## src/diag_pkg.sv

```systemverilog
// diagnostics and event-counter handler: shared constants, register map and carrier types
// assumes a frame decoder upstream that delivers parsed requests and line event pulses

package diag_pkg;

   // ------------------------------------------------------------------
   // function and sub-function codes
   // ------------------------------------------------------------------
   localparam logic [7:0]  FN_DIAG    = 8'h08;
   localparam logic [7:0]  FN_EVCNT   = 8'h0b;
   localparam logic [15:0] SF_RESTART = 16'h0001;
   localparam logic [15:0] SF_DELIM   = 16'h0003;
   localparam logic [15:0] SF_LISTEN  = 16'h0004;
   localparam logic [15:0] SF_CLEAR   = 16'h000a;
   localparam logic [15:0] SF_CNT_LO  = 16'h000b;
   localparam logic [15:0] SF_CNT_HI  = 16'h0012;
   localparam logic [15:0] SF_CLROVR  = 16'h0014;
   localparam logic [15:0] DATA_ZERO  = 16'h0000;

   // ------------------------------------------------------------------
   // reset values and fixed words
   // ------------------------------------------------------------------
   localparam logic [7:0]  DELIM_RST   = 8'h0a;
   localparam logic [7:0]  EVT_LISTEN  = 8'h04;
   localparam logic [15:0] STATUS_BUSY = 16'hffff;
   localparam logic [15:0] STATUS_IDLE = 16'h0000;
   localparam logic [15:0] CNT_RST     = 16'h0000;

   // statistics counter indices, in sub-function order
   localparam int N_CNT     = 8;
   localparam int CNT_BUS   = 0;
   localparam int CNT_CRC   = 1;
   localparam int CNT_EXC   = 2;
   localparam int CNT_SRV   = 3;
   localparam int CNT_NORSP = 4;
   localparam int CNT_NAK   = 5;
   localparam int CNT_BUSY  = 6;
   localparam int CNT_OVR   = 7;

   // ------------------------------------------------------------------
   // register map (byte addresses)
   // ------------------------------------------------------------------
   localparam logic [7:0] A_CTRL     = 8'h00;
   localparam logic [7:0] A_STAT     = 8'h04;
   localparam logic [7:0] A_EVCNT    = 8'h08;
   localparam logic [7:0] A_DIAG     = 8'h0c;
   localparam logic [7:0] A_CNT_BASE = 8'h10;
   localparam logic [7:0] A_CNT_LAST = 8'h2c;
   localparam int CTRL_BUSY_BIT  = 0;
   localparam int STAT_LISTEN_BIT = 0;
   localparam int STAT_TXEN_BIT  = 1;
   localparam int STAT_OVR_BIT   = 2;
   localparam int STAT_DELIM_LSB = 8;

   // ------------------------------------------------------------------
   // carriers
   // ------------------------------------------------------------------
   typedef struct packed {
      logic [7:0]  func;
      logic [15:0] sub;
      logic [15:0] data;
      logic        bcast;
   } req_t;

   typedef struct packed {
      logic [7:0]  func;
      logic [15:0] w0;
      logic [15:0] w1;
   } rsp_t;

   typedef struct packed {
      logic bus_frame;
      logic crc_err;
      logic exc_sent;
      logic nak_sent;
      logic busy_sent;
      logic no_resp;
      logic overrun;
      logic ok_done;
   } line_evt_t;

   typedef struct packed {
      logic        psel;
      logic        penable;
      logic        pwrite;
      logic [7:0]  paddr;
      logic [31:0] pwdata;
   } apb_req_t;

endpackage

```

## src/diag_counter_handler.sv

```systemverilog
// diagnostics sub-functions 01, 03, 04, 0a..12 and 14 (others forwarded) and event-counter fetch, with statistics and an apb register file
// assumes requests are already addressed to this server (or broadcast) and crc-checked upstream
//
// Overview of operation
// - sub-function 03 sets ascii end delimiter from first data byte, echoes request.
// - sub-function 04 with zero data enters listen only, no reply sent.
// - in listen only, addressed or broadcast frames other than restart are seen but neither acted on nor answered.
// - in listen only only the restart sub-function is acted on.
// - entering listen only turns transmit controls off and lets ready watchdog expire.
// - sub-function 0a with zero data clears all counters and diagnostic register, echoes.
// - all statistics counters are zero after reset.
// - sub-function 0b returns bus message count.
// - sub-function 0c returns crc error count.
// - sub-function 0d returns exception reply count.
// - sub-function 0e returns processed server message count.
// - sub-function 0f returns server no-response count.
// - sub-function 10 returns negative-acknowledge exception count.
// - sub-function 11 returns device-busy exception count.
// - sub-function 12 returns character overrun count.
// - sub-function 14 with zero data clears overrun counter and flag, echoes.
// - function 0b request is code only; reply carries status word then event count.
// - event counter counts successful completions, not exceptions, polls or fetches.
// - restart and clear-counters reset the event counter.
// - status word is all ones while a program command runs, else zeros.
// - restart reinitialises port, clears counters, leaves listen only, silent if it was.
// - a 16-bit diagnostic register exists and clear-counters resets it.
// - entering listen only records event byte 04.

`timescale 1ns/1ps

module diag_counter_handler (
   // clock, reset, enable
   input  wire  logic              sys_clk,
   input  wire  logic              rst_b,
   input  wire  logic              ce,
   // parsed request from the frame decoder
   input  wire  logic              req_valid,
   input  wire  diag_pkg::req_t    req,
   // line and completion events, one-cycle pulses
   input  wire  diag_pkg::line_evt_t evt,
   // normal reply to send
   output logic                    rsp_valid,
   output diag_pkg::rsp_t          rsp,
   // request handed on to the other function handlers
   output logic                    fwd_valid,
   output diag_pkg::req_t          fwd,
   // event byte to the event log
   output logic                    evt_valid,
   output logic [7:0]              evt_byte,
   // port control
   output logic                    port_restart,
   output logic                    listen_only,
   output logic                    tx_ctrl_en,
   output logic                    wdog_expire,
   output logic [7:0]              delim,
   // apb slave
   input  wire  diag_pkg::apb_req_t apb,
   output logic                    pready,
   output logic [31:0]             prdata,
   output logic                    pslverr
);

   // ------------------------------------------------------------------
   // state
   // ------------------------------------------------------------------
   typedef struct packed {
      logic                  listen;
      logic                  txen;
      logic [7:0]            delim;
      logic                  ovrflg;
      logic [7:0][15:0]      cnt;
      logic [15:0]           evcnt;
      logic [15:0]           diag;
      logic                  busy;
      logic                  rsp_valid;
      diag_pkg::rsp_t        rsp;
      logic                  fwd_valid;
      diag_pkg::req_t        fwd;
      logic                  evt_valid;
      logic [7:0]            evt_byte;
      logic                  restart;
      logic                  rdy;
      logic [31:0]           prdata;
      logic                  slverr;
   } state_t;

   state_t q;
   state_t d;

   // counter step: clear first so a same-cycle event still counts, then wrap on overflow
   function automatic logic [15:0] bump(input logic [15:0] v, input logic clr, input logic inc);
      logic [15:0] base;
      base = clr ? diag_pkg::CNT_RST : v;
      return base + {15'h0000, inc};
   endfunction

   // register decode; misaligned or out-of-map addresses are errors
   function automatic logic addr_ok(input logic [7:0] a);
      logic ok;
      ok = (a[1:0] == 2'b00) && (a <= diag_pkg::A_CNT_LAST);
      return ok;
   endfunction

   // ------------------------------------------------------------------
   // next state
   // ------------------------------------------------------------------
   logic                  acc;
   logic                  act;
   logic                  reply;
   logic                  ev_ok;
   logic                  clr_all;
   logic                  clr_ovr;
   logic                  srv_inc;
   logic                  nr_inc;
   logic [7:0]            inc;
   logic [15:0]           rw0;
   logic [15:0]           rw1;
   logic [2:0]            cidx;
   logic [15:0]           coff;
   logic                  is_restart;
   logic [7:0]            aoff;

   always_comb begin
      d          = q;
      d.rsp_valid = 1'b0;
      d.fwd_valid = 1'b0;
      d.evt_valid = 1'b0;
      d.restart  = 1'b0;
      reply      = 1'b0;
      ev_ok      = 1'b0;
      clr_all    = 1'b0;
      clr_ovr    = 1'b0;
      srv_inc    = 1'b0;
      nr_inc     = 1'b0;
      rw0        = req.sub;
      rw1        = req.data;
      coff       = req.sub - diag_pkg::SF_CNT_LO;
      cidx       = coff[2:0];
      is_restart = (req.func == diag_pkg::FN_DIAG) && (req.sub == diag_pkg::SF_RESTART);
      act        = req_valid && !(q.listen && !is_restart);

      // silent monitoring: frame is seen, only the no-response count steps (addressed frames), nothing sent
      if (req_valid && !act) begin
         nr_inc = !req.bcast;
      end

      if (act) begin
         srv_inc = 1'b1;
         if (req.func == diag_pkg::FN_DIAG) begin
            if (req.sub == diag_pkg::SF_RESTART) begin
               clr_all   = 1'b1;
               d.listen  = 1'b0;
               d.txen    = 1'b1;
               d.restart = 1'b1;
               reply     = !q.listen;
               nr_inc    = q.listen && !req.bcast;
            end else if (req.sub == diag_pkg::SF_DELIM) begin
               d.delim = req.data[15:8];
               reply   = 1'b1;
               ev_ok   = 1'b1;
            end else if (req.sub == diag_pkg::SF_LISTEN && req.data == diag_pkg::DATA_ZERO) begin
               d.listen    = 1'b1;
               d.txen      = 1'b0;
               d.evt_valid = 1'b1;
               d.evt_byte  = diag_pkg::EVT_LISTEN;
               nr_inc      = !req.bcast;
            end else if (req.sub == diag_pkg::SF_CLEAR && req.data == diag_pkg::DATA_ZERO) begin
               clr_all = 1'b1;
               reply   = 1'b1;
            end else if (req.sub >= diag_pkg::SF_CNT_LO && req.sub <= diag_pkg::SF_CNT_HI) begin
               rw1   = q.cnt[cidx];
               reply = 1'b1;
               ev_ok = 1'b1;
            end else if (req.sub == diag_pkg::SF_CLROVR && req.data == diag_pkg::DATA_ZERO) begin
               clr_ovr = 1'b1;
               reply   = 1'b1;
               ev_ok   = 1'b1;
            end else begin
               // other sub-functions and bad data belong to the general handler
               d.fwd_valid = 1'b1;
               d.fwd       = req;
            end
         end else if (req.func == diag_pkg::FN_EVCNT) begin
            rw0   = q.busy ? diag_pkg::STATUS_BUSY : diag_pkg::STATUS_IDLE;
            rw1   = q.evcnt;
            reply = 1'b1; // fetch does not count itself
         end else begin
            d.fwd_valid = 1'b1;
            d.fwd       = req;
         end
      end

      // broadcasts are processed but never answered
      if (reply) begin
         d.rsp_valid = !req.bcast;
         d.rsp.func  = req.func;
         d.rsp.w0    = rw0;
         d.rsp.w1    = rw1;
         nr_inc      = nr_inc || req.bcast;
      end

      // statistics: set wins over clear, every counter wraps at 16 bits
      inc = 8'h00;
      inc[diag_pkg::CNT_BUS]   = evt.bus_frame;
      inc[diag_pkg::CNT_CRC]   = evt.crc_err;
      inc[diag_pkg::CNT_EXC]   = evt.exc_sent;
      inc[diag_pkg::CNT_SRV]   = srv_inc;
      inc[diag_pkg::CNT_NORSP] = nr_inc || evt.no_resp;
      inc[diag_pkg::CNT_NAK]   = evt.nak_sent;
      inc[diag_pkg::CNT_BUSY]  = evt.busy_sent;
      inc[diag_pkg::CNT_OVR]   = evt.overrun;
      for (int i = 0; i < diag_pkg::N_CNT; i++) begin
         d.cnt[i] = bump(q.cnt[i], clr_all || (clr_ovr && i == diag_pkg::CNT_OVR), inc[i]);
      end
      d.ovrflg = (q.ovrflg && !clr_ovr) || evt.overrun;
      d.evcnt  = bump(q.evcnt, clr_all, ev_ok || evt.ok_done);
      if (clr_all) begin
         d.diag = diag_pkg::CNT_RST;
      end

      // apb: one wait state; data prepared first, write committed on the pready edge
      acc = apb.psel && apb.penable;
      // counter window starts at its base, so index by the offset from there
      aoff = apb.paddr - diag_pkg::A_CNT_BASE;
      d.rdy = 1'b0;
      if (acc && !q.rdy) begin
         d.rdy    = 1'b1;
         d.slverr = !addr_ok(apb.paddr);
         d.prdata = 32'h0000_0000;
         if (apb.paddr == diag_pkg::A_CTRL) begin
            d.prdata[diag_pkg::CTRL_BUSY_BIT] = q.busy;
         end else if (apb.paddr == diag_pkg::A_STAT) begin
            d.prdata[diag_pkg::STAT_LISTEN_BIT] = q.listen;
            d.prdata[diag_pkg::STAT_TXEN_BIT]   = q.txen;
            d.prdata[diag_pkg::STAT_OVR_BIT]    = q.ovrflg;
            d.prdata[diag_pkg::STAT_DELIM_LSB +: 8] = q.delim;
         end else if (apb.paddr == diag_pkg::A_EVCNT) begin
            d.prdata[15:0] = q.evcnt;
         end else if (apb.paddr == diag_pkg::A_DIAG) begin
            d.prdata[15:0] = q.diag;
         end else if (addr_ok(apb.paddr)) begin
            d.prdata[15:0] = q.cnt[aoff[4:2]];
         end
      end
      if (acc && q.rdy && apb.pwrite && !q.slverr) begin
         if (apb.paddr == diag_pkg::A_CTRL) begin
            d.busy = apb.pwdata[diag_pkg::CTRL_BUSY_BIT];
         end else if (apb.paddr == diag_pkg::A_DIAG) begin
            d.diag = apb.pwdata[15:0]; // software write wins over a same-cycle clear
         end
      end
   end

   // ------------------------------------------------------------------
   // state register
   // ------------------------------------------------------------------
   // synchronous reset; ce low freezes everything, including pending pulses
   always_ff @(posedge sys_clk) begin
      if (!rst_b) begin
         q          <= '0;
         q.txen     <= 1'b1;
         q.delim    <= diag_pkg::DELIM_RST;
      end else if (ce) begin
         q <= d;
      end
   end

   // ------------------------------------------------------------------
   // outputs
   // ------------------------------------------------------------------
   assign rsp_valid    = q.rsp_valid;
   assign rsp          = q.rsp;
   assign fwd_valid    = q.fwd_valid;
   assign fwd          = q.fwd;
   assign evt_valid    = q.evt_valid;
   assign evt_byte     = q.evt_byte;
   assign port_restart = q.restart;
   assign listen_only  = q.listen;
   assign tx_ctrl_en   = q.txen;
   assign wdog_expire  = q.listen;
   assign delim        = q.delim;
   assign pready       = q.rdy;
   assign prdata       = q.prdata;
   assign pslverr      = q.rdy && q.slverr;
endmodule

```

## config.mk

```make
export PLATFORM = sky130hd
export DESIGN_NAME = diag_counter_handler
export DESIGN_NICKNAME = d
export VERILOG_FILES = /design/src/diag_pkg.sv /design/src/diag_counter_handler.sv
export SDC_FILE = /design/constraint.sdc
export NUM_CORES = 1
export LEC_CHECK = 0
export BUFFER_PORTS_ARGS = -buffer_cell sky130_fd_sc_hd__buf_4
export CAP_MARGIN = 20
export CORE_MARGIN = 2
export CORE_UTILIZATION = 35
export DETAILED_ROUTE_END_ITERATION = 16
export GPL_TIMING_DRIVEN = 0
export PLACE_DENSITY = 0.62
export SYNTH_ARGS = -nofsm -noshare
export SYNTH_HDL_FRONTEND = slang
export SYNTH_SLANG_ARGS = --single-unit
```

## constraint.sdc

```tcl
create_clock -name sys_clk -period 5 [get_ports sys_clk]
set_input_delay 1 -clock sys_clk [delete_from_list [all_inputs] [get_ports sys_clk]]
set_output_delay 1 -clock sys_clk [all_outputs]
set_load 0.01 [all_outputs]
```

# ---- After elaboration in Yosys (flattened, before gate mapping)
# Index checks and enable logic that the tools add are counted.
dict set report word_totals {
  register_bits 276
  output_inout_bits 138
}
dict set report op_classes {
  n_addsub 11
  n_lt_le_gt_ge 5
  n_eq_ne 18
  mux 91
  bitwise 2
  reduce_logical 42
}
# op n
set ops {}
lappend ops {{$mux 16} 29}
lappend ops {{$mux 42} 6}
lappend ops {{$add 16x1->16} 9}
lappend ops {{$mux 51} 2}
lappend ops {{$bmux 16 s3} 2}
lappend ops {{$mux 52} 1}
lappend ops {{$mux 41} 1}
lappend ops {{$mux 1} 39}
lappend ops {{$mux 34} 1}
lappend ops {{$eq 8x4->1 const B} 4}
lappend ops {{$logic_and 1x1->1} 17}
lappend ops {{$mux 17} 1}
lappend ops {{$eq 16x1->1 const B} 1}
lappend ops {{$eq 16x2->1 const B} 1}
lappend ops {{$eq 16x3->1 const B} 1}
lappend ops {{$eq 16x4->1 const B} 1}
lappend ops {{$eq 16x5->1 const B} 1}
lappend ops {{$ge 16x4->1 const B} 1}
lappend ops {{$le 16x5->1 const B} 1}
lappend ops {{$logic_not 16->1} 1}
lappend ops {{$ne 2x2->1 const B} 8}
lappend ops {{$mux 15} 1}
lappend ops {{$mux 10} 1}
lappend ops {{$reduce_and 5->1} 2}
lappend ops {{other kinds (20)} 37}

# ---- Longest topological paths before layout
# Gate-level depths: netlist of run 1.
dict set report logic_depth {
  ltp_word 18
  ltp_mapped 17
  mapped_depth_nobuf 16
}

# ---- Worst setup path before layout of run 1
# No wires, ideal clock.
dict set report synth_path {
  path_kind {input to register}
  from {in req[29] in the netlist's numbering}
  to {reg q[230] in the netlist's numbering}
  setup_ns 0.065
  arrival_ns 3.978
  t_required_ns 4.935
  setup_slack_ns 0.957
  stages 14
  n_path_buf 1
  cell_sequence {or4_4 nor3_4 o211ai_1 o211ai_2 a31oi_1 buf_2 nor2b_1 or3_1 ha_1 nand3_1 nor3_1 and3_1 mux2_2 nor2_1}
}
dict set report synth_between {
  elab_chain_cells 18
  word_cells_on_any_way 43
  cone_classes {add/sub: 1; order compare: 2; eq/ne: 5; mux: 22; reduce/logical: 13}
}
# element line_no
set synth_lines {}
lappend synth_lines {{from (decl)} diag_counter_handler.sv:38} ;# input wire diag_pkg::req_t req,
lappend synth_lines {{branches (longest 17 deep; another with $ge 16x4->1)} -}
lappend synth_lines {{$add 16x1->16 *} diag_counter_handler.sv:94} ;# return base + {15'h0000, inc};
lappend synth_lines {{to (decl)} diag_counter_handler.sv:87} ;# state_t q;
# Mark *: on every way between the ends.
# A chain may end at the register's enable or synchronous reset.

# ---- Final worst setup path of run 1
dict set report layout_path {
  from {in req[15] in the netlist's numbering}
  to {reg q[158] in the netlist's numbering}
}
dict set report layout_between {
  elab_chain_cells 12
  word_cells_on_any_way 21
  cone_classes {add/sub: 1; mux: 15; reduce/logical: 5}
}
# element line_no
set layout_lines {}
lappend layout_lines {{$logic_not 16->1 *} {diag_counter_handler.sv:161, diag_counter_handler.sv:167, diag_counter_handler.sv:174}}
lappend layout_lines {{$logic_and 1x1->1} diag_counter_handler.sv:174} ;# end else if (req.sub == diag_pkg::SF_CLROVR && req.data == diag_pkg::DATA_ZERO) begin
lappend layout_lines {{$mux 1} diag_counter_handler.sv:174}
lappend layout_lines {{$mux 1} diag_counter_handler.sv:170} ;# end else if (req.sub >= diag_pkg::SF_CNT_LO && req.sub <= diag_pkg::SF_CNT_HI) begin
lappend layout_lines {{$mux 1} diag_counter_handler.sv:167} ;# end else if (req.sub == diag_pkg::SF_CLEAR && req.data == diag_pkg::DATA_ZERO) begin
lappend layout_lines {{$mux 1} diag_counter_handler.sv:161} ;# end else if (req.sub == diag_pkg::SF_LISTEN && req.data == diag_pkg::DATA_ZERO) begin
lappend layout_lines {{$mux 1} diag_counter_handler.sv:157} ;# end else if (req.sub == diag_pkg::SF_DELIM) begin
lappend layout_lines {{$mux 1} diag_counter_handler.sv:150} ;# if (req.sub == diag_pkg::SF_RESTART) begin
lappend layout_lines {{$mux 1} diag_counter_handler.sv:149} ;# if (req.func == diag_pkg::FN_DIAG) begin
lappend layout_lines {{$mux 1} diag_counter_handler.sv:147} ;# if (act) begin
lappend layout_lines {{$logic_or 1x1->1} diag_counter_handler.sv:216} ;# d.evcnt = bump(q.evcnt, clr_all, ev_ok || evt.ok_done);
lappend layout_lines {{$add 16x1->16 *} diag_counter_handler.sv:94}
# Mark *: on every way between the ends. The rest lies on a longest branch, timed or not.

==> results of run 1 <==
## cell usage after synthesis (all sizes together), types with 23 or more instances
master / instances / area (um2)
o21ai: 103 / 515.5
mux2i: 107 / 1071
a21oi: 35 / 178.9
ha: 23 / 287.8
inv: 26 / 97.59
a22oi: 45 / 337.8
nor2: 177 / 671.9
xnor2: 56 / 490.5
nand4: 48 / 312.8
nand3: 117 / 590.6
o211ai: 35 / 267.8
clkbuf: 86 / 322.8
xor2: 39 / 341.6
and3: 41 / 256.5
nand2: 268 / 1008
nor3: 38 / 206.5
mux4: 32 / 720.7
dfxtp: 276 / 5525
buf: 169 / 1169
## cells by family (layout without fill, tap and decap cells)
logic type / Yosys count / count (layout) / share of synthesized area
mux: 149 / 149 / 0.1179
flops: 276 / 276 / 0.3421
compound gates: 312 / 312 / 0.1334
xor+xnor: 95 / 95 / 0.05152
simple gates: 794 / 794 / 0.2386
fa+ha+maj: 23 / 23 / 0.01782
buf+inv: 281 / 528 / 0.09839
other cells: 1 / 24 / 0.0002322
## power groups by stage
stage          clock, mW  sequential [mW]  combinational (mW)
2_1_floorplan          0             2.29               0.305
3_3_place_gp           0             2.30               0.530
3_5_place_dp           0             2.30               0.536
4_1_cts             2.51             2.25               0.538
5_1_grt             2.59             2.26               0.581
6_report            2.47             2.26               0.550
## routing by layer
layer	wire, um	track usage	up-vias
met2	30120	0.4311	773
met5	0	0	-
met4	3530	0.1342	0
met3	5734	0.04920	169
li1	-	-	7217
met1	28370	0.3672	7652
## state kept, by name (all words and copies together), names as in the netlist
register	flops
q	163
fwd	41
rsp	40
prdata	16
delim	8
evt_byte	1
evt_valid	1
fwd_valid	1
listen_only	1
port_restart	1
pready	1
rsp_valid	1
tx_ctrl_en	1
## through the flow
stage                     instance area [um2]  TNS (ps)  hold slack [ps]  utilization
after floorplan                         16230         0            426.3            -
after global placement                  18400    -10580            446.4       0.4045
after detailed placement                18400    -11230            447.2       0.4045
after CTS                               19500         0            455.9       0.4288
after global routing                    19540         0            472.8       0.4297
final                                   19550         0            454.8       0.4298
## critical path: stages
cell,delay (ps)
buf_4,140
nor4_1,340
nand4_1,420
or3_1,560
a21oi_2,530
clkbuf_1,610
nor2b_1,110
ha_1,250
ha_1,210
nand4_1,170
nor3_1,110
and3_1,190
a41o_1,250
nand3_1,110
xnor2_1,120
nor2_1,50
## final cells by class
class | instances | area (um2)
Timing Repair Buffer | 191 | 1446
Fill cell | 4614 | 25930
Buffer | 255 | 1491
Clock buffer | 49 | 1041
Inverter | 26 | 97.59
Multi-Input combinational cell | 1396 | 9128
Clock inverter | 7 | 63.81
Antenna cell | 1 | 2.502
Sequential cell | 276 | 5525
Tap cell | 600 | 750.7
## worst max path at each step
stage	depth (start not counted)	slack (ps)	end
final	16	220	q[158]
after CTS	18	30	q[158]
after floorplan	14	960	q[230]
after detailed placement	16	-550	q[158]
after global placement	16	-510	q[158]
after global routing	17	40	q[158]
## repair_timing
action	4_1_cts	5_1_grt
endpoints found under the setup margin	0	18
endpoints found under the hold margin	0	0
gates resized for setup	0	2
==> out/results.ini, run 1 <==
[setup_path]
arrival_ps = 5190
ff2ff_setup_slack_ps = 830
cp_max_fo = 10
cp-end-kind = flip-flop
cp-start-kind = input port
r2r-end = q[158]
path_class = input port to flip-flop
reg2reg_depth = 14
cp-startpoint = req[15]
timing.rr.start = listen_only
required_ps = 5420

[die]
start_util = 0.3551
core.rowCount = 78
die_area_mm2 = 0.04788
die_w_um = 218.8
fp.coreArea_mm2 = 0.04548
ioPinCount = 234
fp.dieH_um = 218.8

[clock_tree]
cts_root_buf = clkbuf_16
numCtsBuffers = 34
cts.sinks = 276
hold_buffers = 0
clock_latency_ps = 550
post_cts_buffers = 0
clk_pin_slew_ps = 60
clk_path_buf_depth = 3
h-tree-depth = 2
cts_tree = done

[timing]
setup_ws_ps = 221.5
fin_crit_sh = 0.9557
setup_violations = 0
drv_slew = 0
fmaxAchievable_mhz = 209.3
hold_viol = 0
worst_clock_skew_ps = 20.84
worst_slew_pin_slew_ps = 1136
fin_crit_ps = 4779
rsz0062_at_grt = no
maxSlewHeadroom = 0.2367

[hold_path]
min_path_type = flip-flop to flip-flop
holdPathEnd = rsp[3]
hold_depth = 2
hp-start = rsp[3]

[final_layout]
layout_common_cells = 321 x buf_4, 276 x dfxtp_1, 267 x nand2_1
final_cell_count_no_fill = 2801
final_common_cell = buf_4
drive_gt1_frac = 0.2155
nets = 2299
syn_to_final_growth_pct = 21.03

[placement]
placed_cells = 2741
place_ws_ps = -547.1
globalplace.congestion = 0.9879
portBuffers = 188
place.detailed.hpwl_mm = 52.82

[power_and_ir_drop]
max-vdd-ir-drop_uv = 187.7
p_comb_frac = 0.104
p_sw_mw = 1.353
power_density_mw_per_mm2 = 270.2
power.internal_mw = 3.927
pwr-share-clk = 0.468
p_sw_frac = 0.2563
seqPwrFrac = 0.427
p_leak_nw = 7.703
totalPowerFinal_mw = 5.280

[global_routing]
grt_pass1_vias = 14680
globalRouteOverflowTotal = 0
grt_max_degree = 13
grt_usage = 0.2760
antenna_found_initial = 1
grt_first_pass_wirelength_mm = 96.81

[detailed_routing]
drt_first_pass_iters = 6
drcViolationCount = 0
antenna_left = 0
wl_per_cell_um = 24.19
via_per_inst = 5.645
drt_iter0_markers = 1748
wirelength_mm = 67.75
vias = 15811

[synthesis]
synth-seq-cells = 276
synthesis.area_mm2 = 0.01615
ys_seq_area_frac = 0.3421
synth_cell_types = 74
synthArstFlopShare = 0
ys.flop_type = dfxtp_1
yosysWarnings = 0
synth_edf_count = 0
syn_inst = 1931
syn_avg_cell_area_um2 = 8.364

[run]
maxCapViolCount = 0

[run_status]
status = finished, final reports clean

Power figures use the tool's default switching activity.
==> run 2, diff against run 1 <==
clock period = 6.01 ns   (was 5 ns; I/O delays follow)
==> run 2 against run 1 <==
Effect of this change: combinational power shrank 17%; core utilization is essentially flat; count of clock-buffer cells in the layout is the same; clock power shrank 17%; largest cell class unchanged; highest routed layer unchanged.
==> out/results.ini, run 2 (synthesis gave the netlist of run 1 again) <==
[clock_tree]
cts_tree = done
clk_pin_slew_ps = 60  ; about the same
cts.sinks = 276  ; unchanged
cts_root_buf = clkbuf_16
ctsResizeCount = 0  ; unchanged
h-tree-depth = 2  ; unchanged
clk_path_buf_depth = 3  ; unchanged
numCtsBuffers = 34  ; unchanged
post_cts_buffers = 0  ; unchanged
hold_buffers = 0  ; unchanged
clock_latency_ps = 550  ; about the same

[final_layout]
largest_register_ffs = 163  ; unchanged
final_cell_count_no_fill = 2801  ; unchanged
syn_to_final_growth_pct = 20.97  ; about the same
nets = 2299  ; unchanged
n_fill_cell = 4615  ; +0.022%
drive_gt1_frac = 0.2145  ; -0.0009091
stdcell_area_mm2 = 0.01954  ; about the same
largest-register = q
layout_common_cells = 321 x buf_4, 276 x dfxtp_1, 267 x nand2_1
final_common_cell = buf_4

[setup_path]
timing.rr.start = listen_only
cp_common_cell = ha_1
cp-startpoint = req[17]
cp_top_family = simple AND/OR/NAND/NOR gates
path_class = input port to flip-flop
slowest_delay_ps = 860  ; +250 ps
cp_max_fo = 10  ; unchanged
worstPathCellList = buf_4 > inv_1 > ha_1 > and3b_1 > nand4_1 > or3_1 > a21oi_1 > clkbuf_1 > nor2b_1 > ha_1 > ha_1 > nand4_1 > nor3_1 > and3_1 > a41o_1 > nand3_1 > xnor2_1 > nor2_1
arrival_ps = 5730  ; +540 ps
cp-end-kind = flip-flop
reg2reg_depth = 14  ; unchanged
crit_buf_inv = 3  ; +1
cp-start-kind = input port
required_ps = 6430  ; +1010 ps
slowest_stage = a21oi_1
path_depth = 18  ; +2

[timing]
worst_clock_skew_ps = 20.51  ; -0.3297 ps
maxSlewHeadroom = 0.2359  ; -0.0008200
fin_crit_ps = 5309
drv_slew = 0  ; unchanged
setup_violations = 0  ; unchanged
fmaxAchievable_mhz = 188.4
hold_viol = 0  ; unchanged
fin_crit_sh = 0.8833
rsz0062_at_grt = no
worst_slew_pin_slew_ps = 1137  ; +1.221 ps
fin_tns_setup_ps = 0  ; unchanged
setup_ws_ps = 701.4  ; +480.0 ps

[power_and_ir_drop]
power_density_mw_per_mm2 = 224.8  ; -17%
p_sw_mw = 1.125  ; -17%
power.internal_mw = 3.267  ; -17%
pwr-share-clk = 0.468  ; about the same
p_leak_nw = 7.702  ; about the same
p_comb_frac = 0.104  ; about the same
p_sw_frac = 0.2561  ; about the same
seqPwrFrac = 0.427  ; about the same
max-vdd-ir-drop_uv = 155.9  ; -17%
totalPowerFinal_mw = 4.392  ; -17%

[global_routing]
grt_usage = 0.2760  ; unchanged
globalRouteOverflowTotal = 0  ; unchanged
grt_pass1_vias = 14680  ; unchanged
antenna_found_initial = 1  ; unchanged
grt_first_pass_wirelength_mm = 96.81  ; unchanged
grt_max_degree = 13  ; unchanged

[placement]
place.detailed.hpwl_mm = 52.82  ; unchanged
globalplace.congestion = 0.9879  ; unchanged
placed_cells = 2741  ; unchanged
place_ws_ps = 260.9  ; +808.0 ps
portBuffers = 188  ; unchanged
post_dp_cell_area_mm2 = 0.01840  ; unchanged

[detailed_routing]
wirelength_mm = 67.68  ; about the same
antenna_left = 0  ; unchanged
drt_iter0_markers = 1746  ; -0.11%
wl_met1_mm = 28.28  ; -0.31%
wl_met3_mm = 5.820  ; +1.5%
vias = 15836  ; +0.16%
drcViolationCount = 0  ; unchanged
drt_first_pass_iters = 5  ; -1
via_per_inst = 5.654  ; +0.16%
topRoutingLayerUsed = met4
wl_met2_mm = 30.19  ; +0.26%
wl_per_cell_um = 24.16  ; about the same

[run_status]
status = finished, final reports clean

[die]
start_util = 0.3551  ; unchanged
core.rowCount = 78  ; unchanged
die_area_mm2 = 0.04788  ; unchanged
fp.coreArea_mm2 = 0.04548  ; unchanged
fp.dieH_um = 218.8  ; unchanged
ioPinCount = 234  ; unchanged
die_w_um = 218.8  ; unchanged

[hold_path]
hold_depth = 2  ; unchanged
min_path_type = flip-flop to flip-flop
hp-start = rsp[3]

[run]
maxCapViolCount = 0  ; unchanged

-- run 2: cell counts in the layout (fill, tap and decap cells not counted) --
Identical to the previous run, type by type.
-- run 2: stage by stage --
stage	hold WS, ps	util
after global routing	472.8	0.4295
after CTS	455.9	0.4288
final	454.7	0.4296
after global placement	446.4	0.4045
after floorplan	426.3	-
after detailed placement	447.2	0.4045
-- run 2: power by group through the flow --
stage	Combinational, mW	Sequential (mW)	Clock, mW
6_report	0.458	1.88	2.06
5_1_grt	0.484	1.88	2.16
4_1_cts	0.448	1.88	2.09
3_5_place_dp	0.446	1.92	0
3_3_place_gp	0.441	1.91	0
2_1_floorplan	0.254	1.90	0
-- run 2: metal layers --
layer  up-vias  GRT usage
met5         -          0
met4         0     0.1342
met3       158    0.04920
met2       777     0.4311
met1      7677     0.3672
li1       7224          -
-- run 2: area by class of cell --
class,count,area (um2),share of cell area
multi-input combinational,1396,9119,0.4667
sequential,276,5525,0.2828
buffer,255,1491,0.07634
timing repair buffer,191,1446,0.07403
clock buffer,49,1041,0.05328
tap,600,750.7,0.03842
inverter,26,97.59,0.004995
clock inverter,7,63.81,0.003266
antenna,1,2.502,0.0001281
-- run 2: final timing paths --
check / end / slack (ps)
worst max-delay path: q[158] / 700
worst min-delay path: rsp[3] / 450
worst max register to register: q[158] / 1480
worst min register to register: rsp[3] / 450
-- run 2: worst min-delay path, stage by stage (launching register included) --
cell and delay [ps]:
dfxtp_1 310, inv_1 50, a211oi_1 50
==> run 3, diff against run 2 <==
CORE_ASPECT_RATIO = 0.7   (was default)
SLEW_MARGIN = 40   (was default)
==> run 3 against run 2 <==
Effect of this change: routed wire length decreased by 0.22%; flip-flop and latch count did not move; sequential share of layout area increased by 0.11 points; critical path depth down 2; count of clock-buffer cells in the layout down 8; final cell count about the same; sequential power about the same; combinational power rose by 2%; cell area decreased by 0.40%; total power down 3.2%; maximum frequency decreased by 2.3%; first-iteration DRC count grew 13%.
==> out/results.ini, run 3 (synthesis gave the netlist of run 1 again) <==
[setup_path]
path_class = input port to flip-flop
cp_max_fo = 10  ; unchanged
ff2ff_setup_slack_ps = 1730  ; +250 ps
required_ps = 6450  ; +20 ps
reg2reg_depth = 12  ; -2
cp-end-kind = flip-flop
cp-start-kind = input port
arrival_ps = 5880  ; +150 ps

[die]
ioPinCount = 234  ; unchanged
core.rowCount = 65  ; -17%
die_area_mm2 = 0.04791  ; about the same
start_util = 0.3565  ; +0.001403
fp.coreArea_mm2 = 0.04530  ; -0.39%
fp.dieH_um = 183.7  ; -16%
die_w_um = 260.8  ; +19%

[final_layout]
layout_common_cells = 321 x buf_4, 276 x dfxtp_1, 267 x nand2_1
largest_register_ffs = 163  ; unchanged
syn_to_final_growth_pct = 20.48
n_fill_cell = 4546  ; -1.5%
final_common_cell = buf_4
multiInputGateArea_mm2 = 0.009146  ; +0.30%
nets = 2292  ; -0.30%
largest-register = q
stdcell_area_mm2 = 0.01946  ; -0.40%
register_area_mm2 = 0.005525  ; unchanged
drive_gt1_frac = 0.2232  ; +0.008689

[global_routing]
grt_first_pass_wirelength_mm = 98.08  ; +1.3%
antenna_found_initial = 2  ; +1
grt_max_degree = 15  ; +2
grt_pass1_vias = 14715  ; +0.24%
globalRouteOverflowTotal = 0  ; unchanged
grt_usage = 0.2750  ; -0.0009412

[run_status]
status = finished, final reports clean

[power_and_ir_drop]
power_density_mw_per_mm2 = 218.5  ; -2.8%
max-vdd-ir-drop_uv = 229.2  ; +47%
totalPowerFinal_mw = 4.252  ; -3.2%
p_leak_nw = 7.682  ; -0.26%

[timing]
worst_slew_pin_slew_ps = 1006  ; -131.2 ps
fmaxAchievable_mhz = 184.0  ; -2.3%
worst_clock_skew_ps = 17.70  ; -2.814 ps
setup_violations = 0  ; unchanged
fin_crit_ps = 5436  ; +127.2 ps
fin_crit_sh = 0.9044  ; +0.02116
maxSlewHeadroom = 0.3292  ; +0.09333
drv_slew = 0  ; unchanged
hold_viol = 0  ; unchanged
rsz0062_at_grt = no

[clock_tree]
cts_tree = done
clk_pin_slew_ps = 70  ; about the same
h-tree-depth = 1  ; -1
ctsResizeCount = 0  ; unchanged
hold_buffers = 0  ; unchanged
numCtsBuffers = 28  ; -18%
cts.sinks = 276  ; unchanged
clock_latency_ps = 590  ; +40 ps
clk_path_buf_depth = 3  ; unchanged
cts_root_buf = clkbuf_16
post_cts_buffers = 0  ; unchanged

[detailed_routing]
wl_per_cell_um = 24.13  ; -0.15%
drt_first_pass_iters = 5  ; unchanged
antenna_left = 0  ; unchanged
wirelength_mm = 67.53  ; -0.22%
drcViolationCount = 0  ; unchanged
vias = 16030  ; +1.2%
drt_iter0_markers = 1966  ; +13%
via_per_inst = 5.727  ; +1.3%

[placement]
globalplace.congestion = 1.037  ; +4.9%
portBuffers = 188  ; unchanged
post_dp_cell_area_mm2 = 0.01844  ; +0.26%
place.detailed.hpwl_mm = 52.72  ; -0.19%

[hold_path]
min_path_type = flip-flop to flip-flop
hold_depth = 2  ; unchanged

[run]
maxCapViolCount = 0  ; unchanged

run 3: cell types whose count changed in the layout (fill, tap and decap cells not counted), sizes merged:
cell      previous run  this run
clkinvlp             0         1
buf                359       357
clkbuf             136       129
clkinv               6         7
bufinv               1         3
run 3: routing by layer:
metal / track usage / up-vias / part of all wire
li1: - / 7202 / -
met1: 0.4205 / 7793 / 0.46
met4: 0.06537 / 0 / 0.025
met5: 0 / - / 0
met2: 0.3660 / 924 / 0.38
met3: 0.08492 / 111 / 0.13
run 3: final timing paths:
| kind | from | endpoint |
|---|---|---|
| worst max-delay path | req[16] | q[158] |
| worst min-delay path | rsp[10] | rsp[10] |
| worst max register to register | listen_only | q[159] |
| worst min register to register | rsp[10] | rsp[10] |
run 3: per-stage QoR:
step | worst slack, ps | cells | setup TNS (ps) | util | hold slack (ps)
6_report | 574.3 | 2799 | 0 | 0.4296 | 458.1
5_1_grt | 637.4 | 2798 | 0 | 0.4295 | 479.3
4_1_cts | 631.1 | 2797 | 0 | 0.4289 | 461.5
3_5_place_dp | 47.10 | 2745 | 0 | 0.4071 | 449.5
3_3_place_gp | -325.4 | 2744 | -1653 | 0.4062 | 443.9
2_1_floorplan | 1765 | 1953 | 0 | - | 426.3
run 3: area by class of cell:
type | count | share of cell area
multi-input combinational | 1396 | 0.4700
inverter | 26 | 0.005015
clock inverter | 11 | 0.007587
timing repair buffer | 190 | 0.07369
antenna | 1 | 0.0001286
tap | 603 | 0.03877
buffer | 255 | 0.07767
clock buffer | 41 | 0.04315
sequential | 276 | 0.2840
run 3: worst max-delay path: stages:
cell and delay [ps]:
buf_4 160, nor4_1 680, nand4_1 540, or3_1 590
a21oi_2 650, clkbuf_2 500, nor2b_1 90, ha_1 250
ha_1 210, nand4_1 150, nor3_1 100, and3_1 190
a41o_1 260, nand3_1 110, xnor2_1 130, nor2_1 50
run 3: report_power, final:
part | switching (mW) | total (mW) | internal, mW
clock network | 0.815 | 1.91 | 1.10
logic | 0.291 | 0.465 | 0.174
registers | 0.0232 | 1.87 | 1.85
total | 1.13 | 4.25 | 3.12
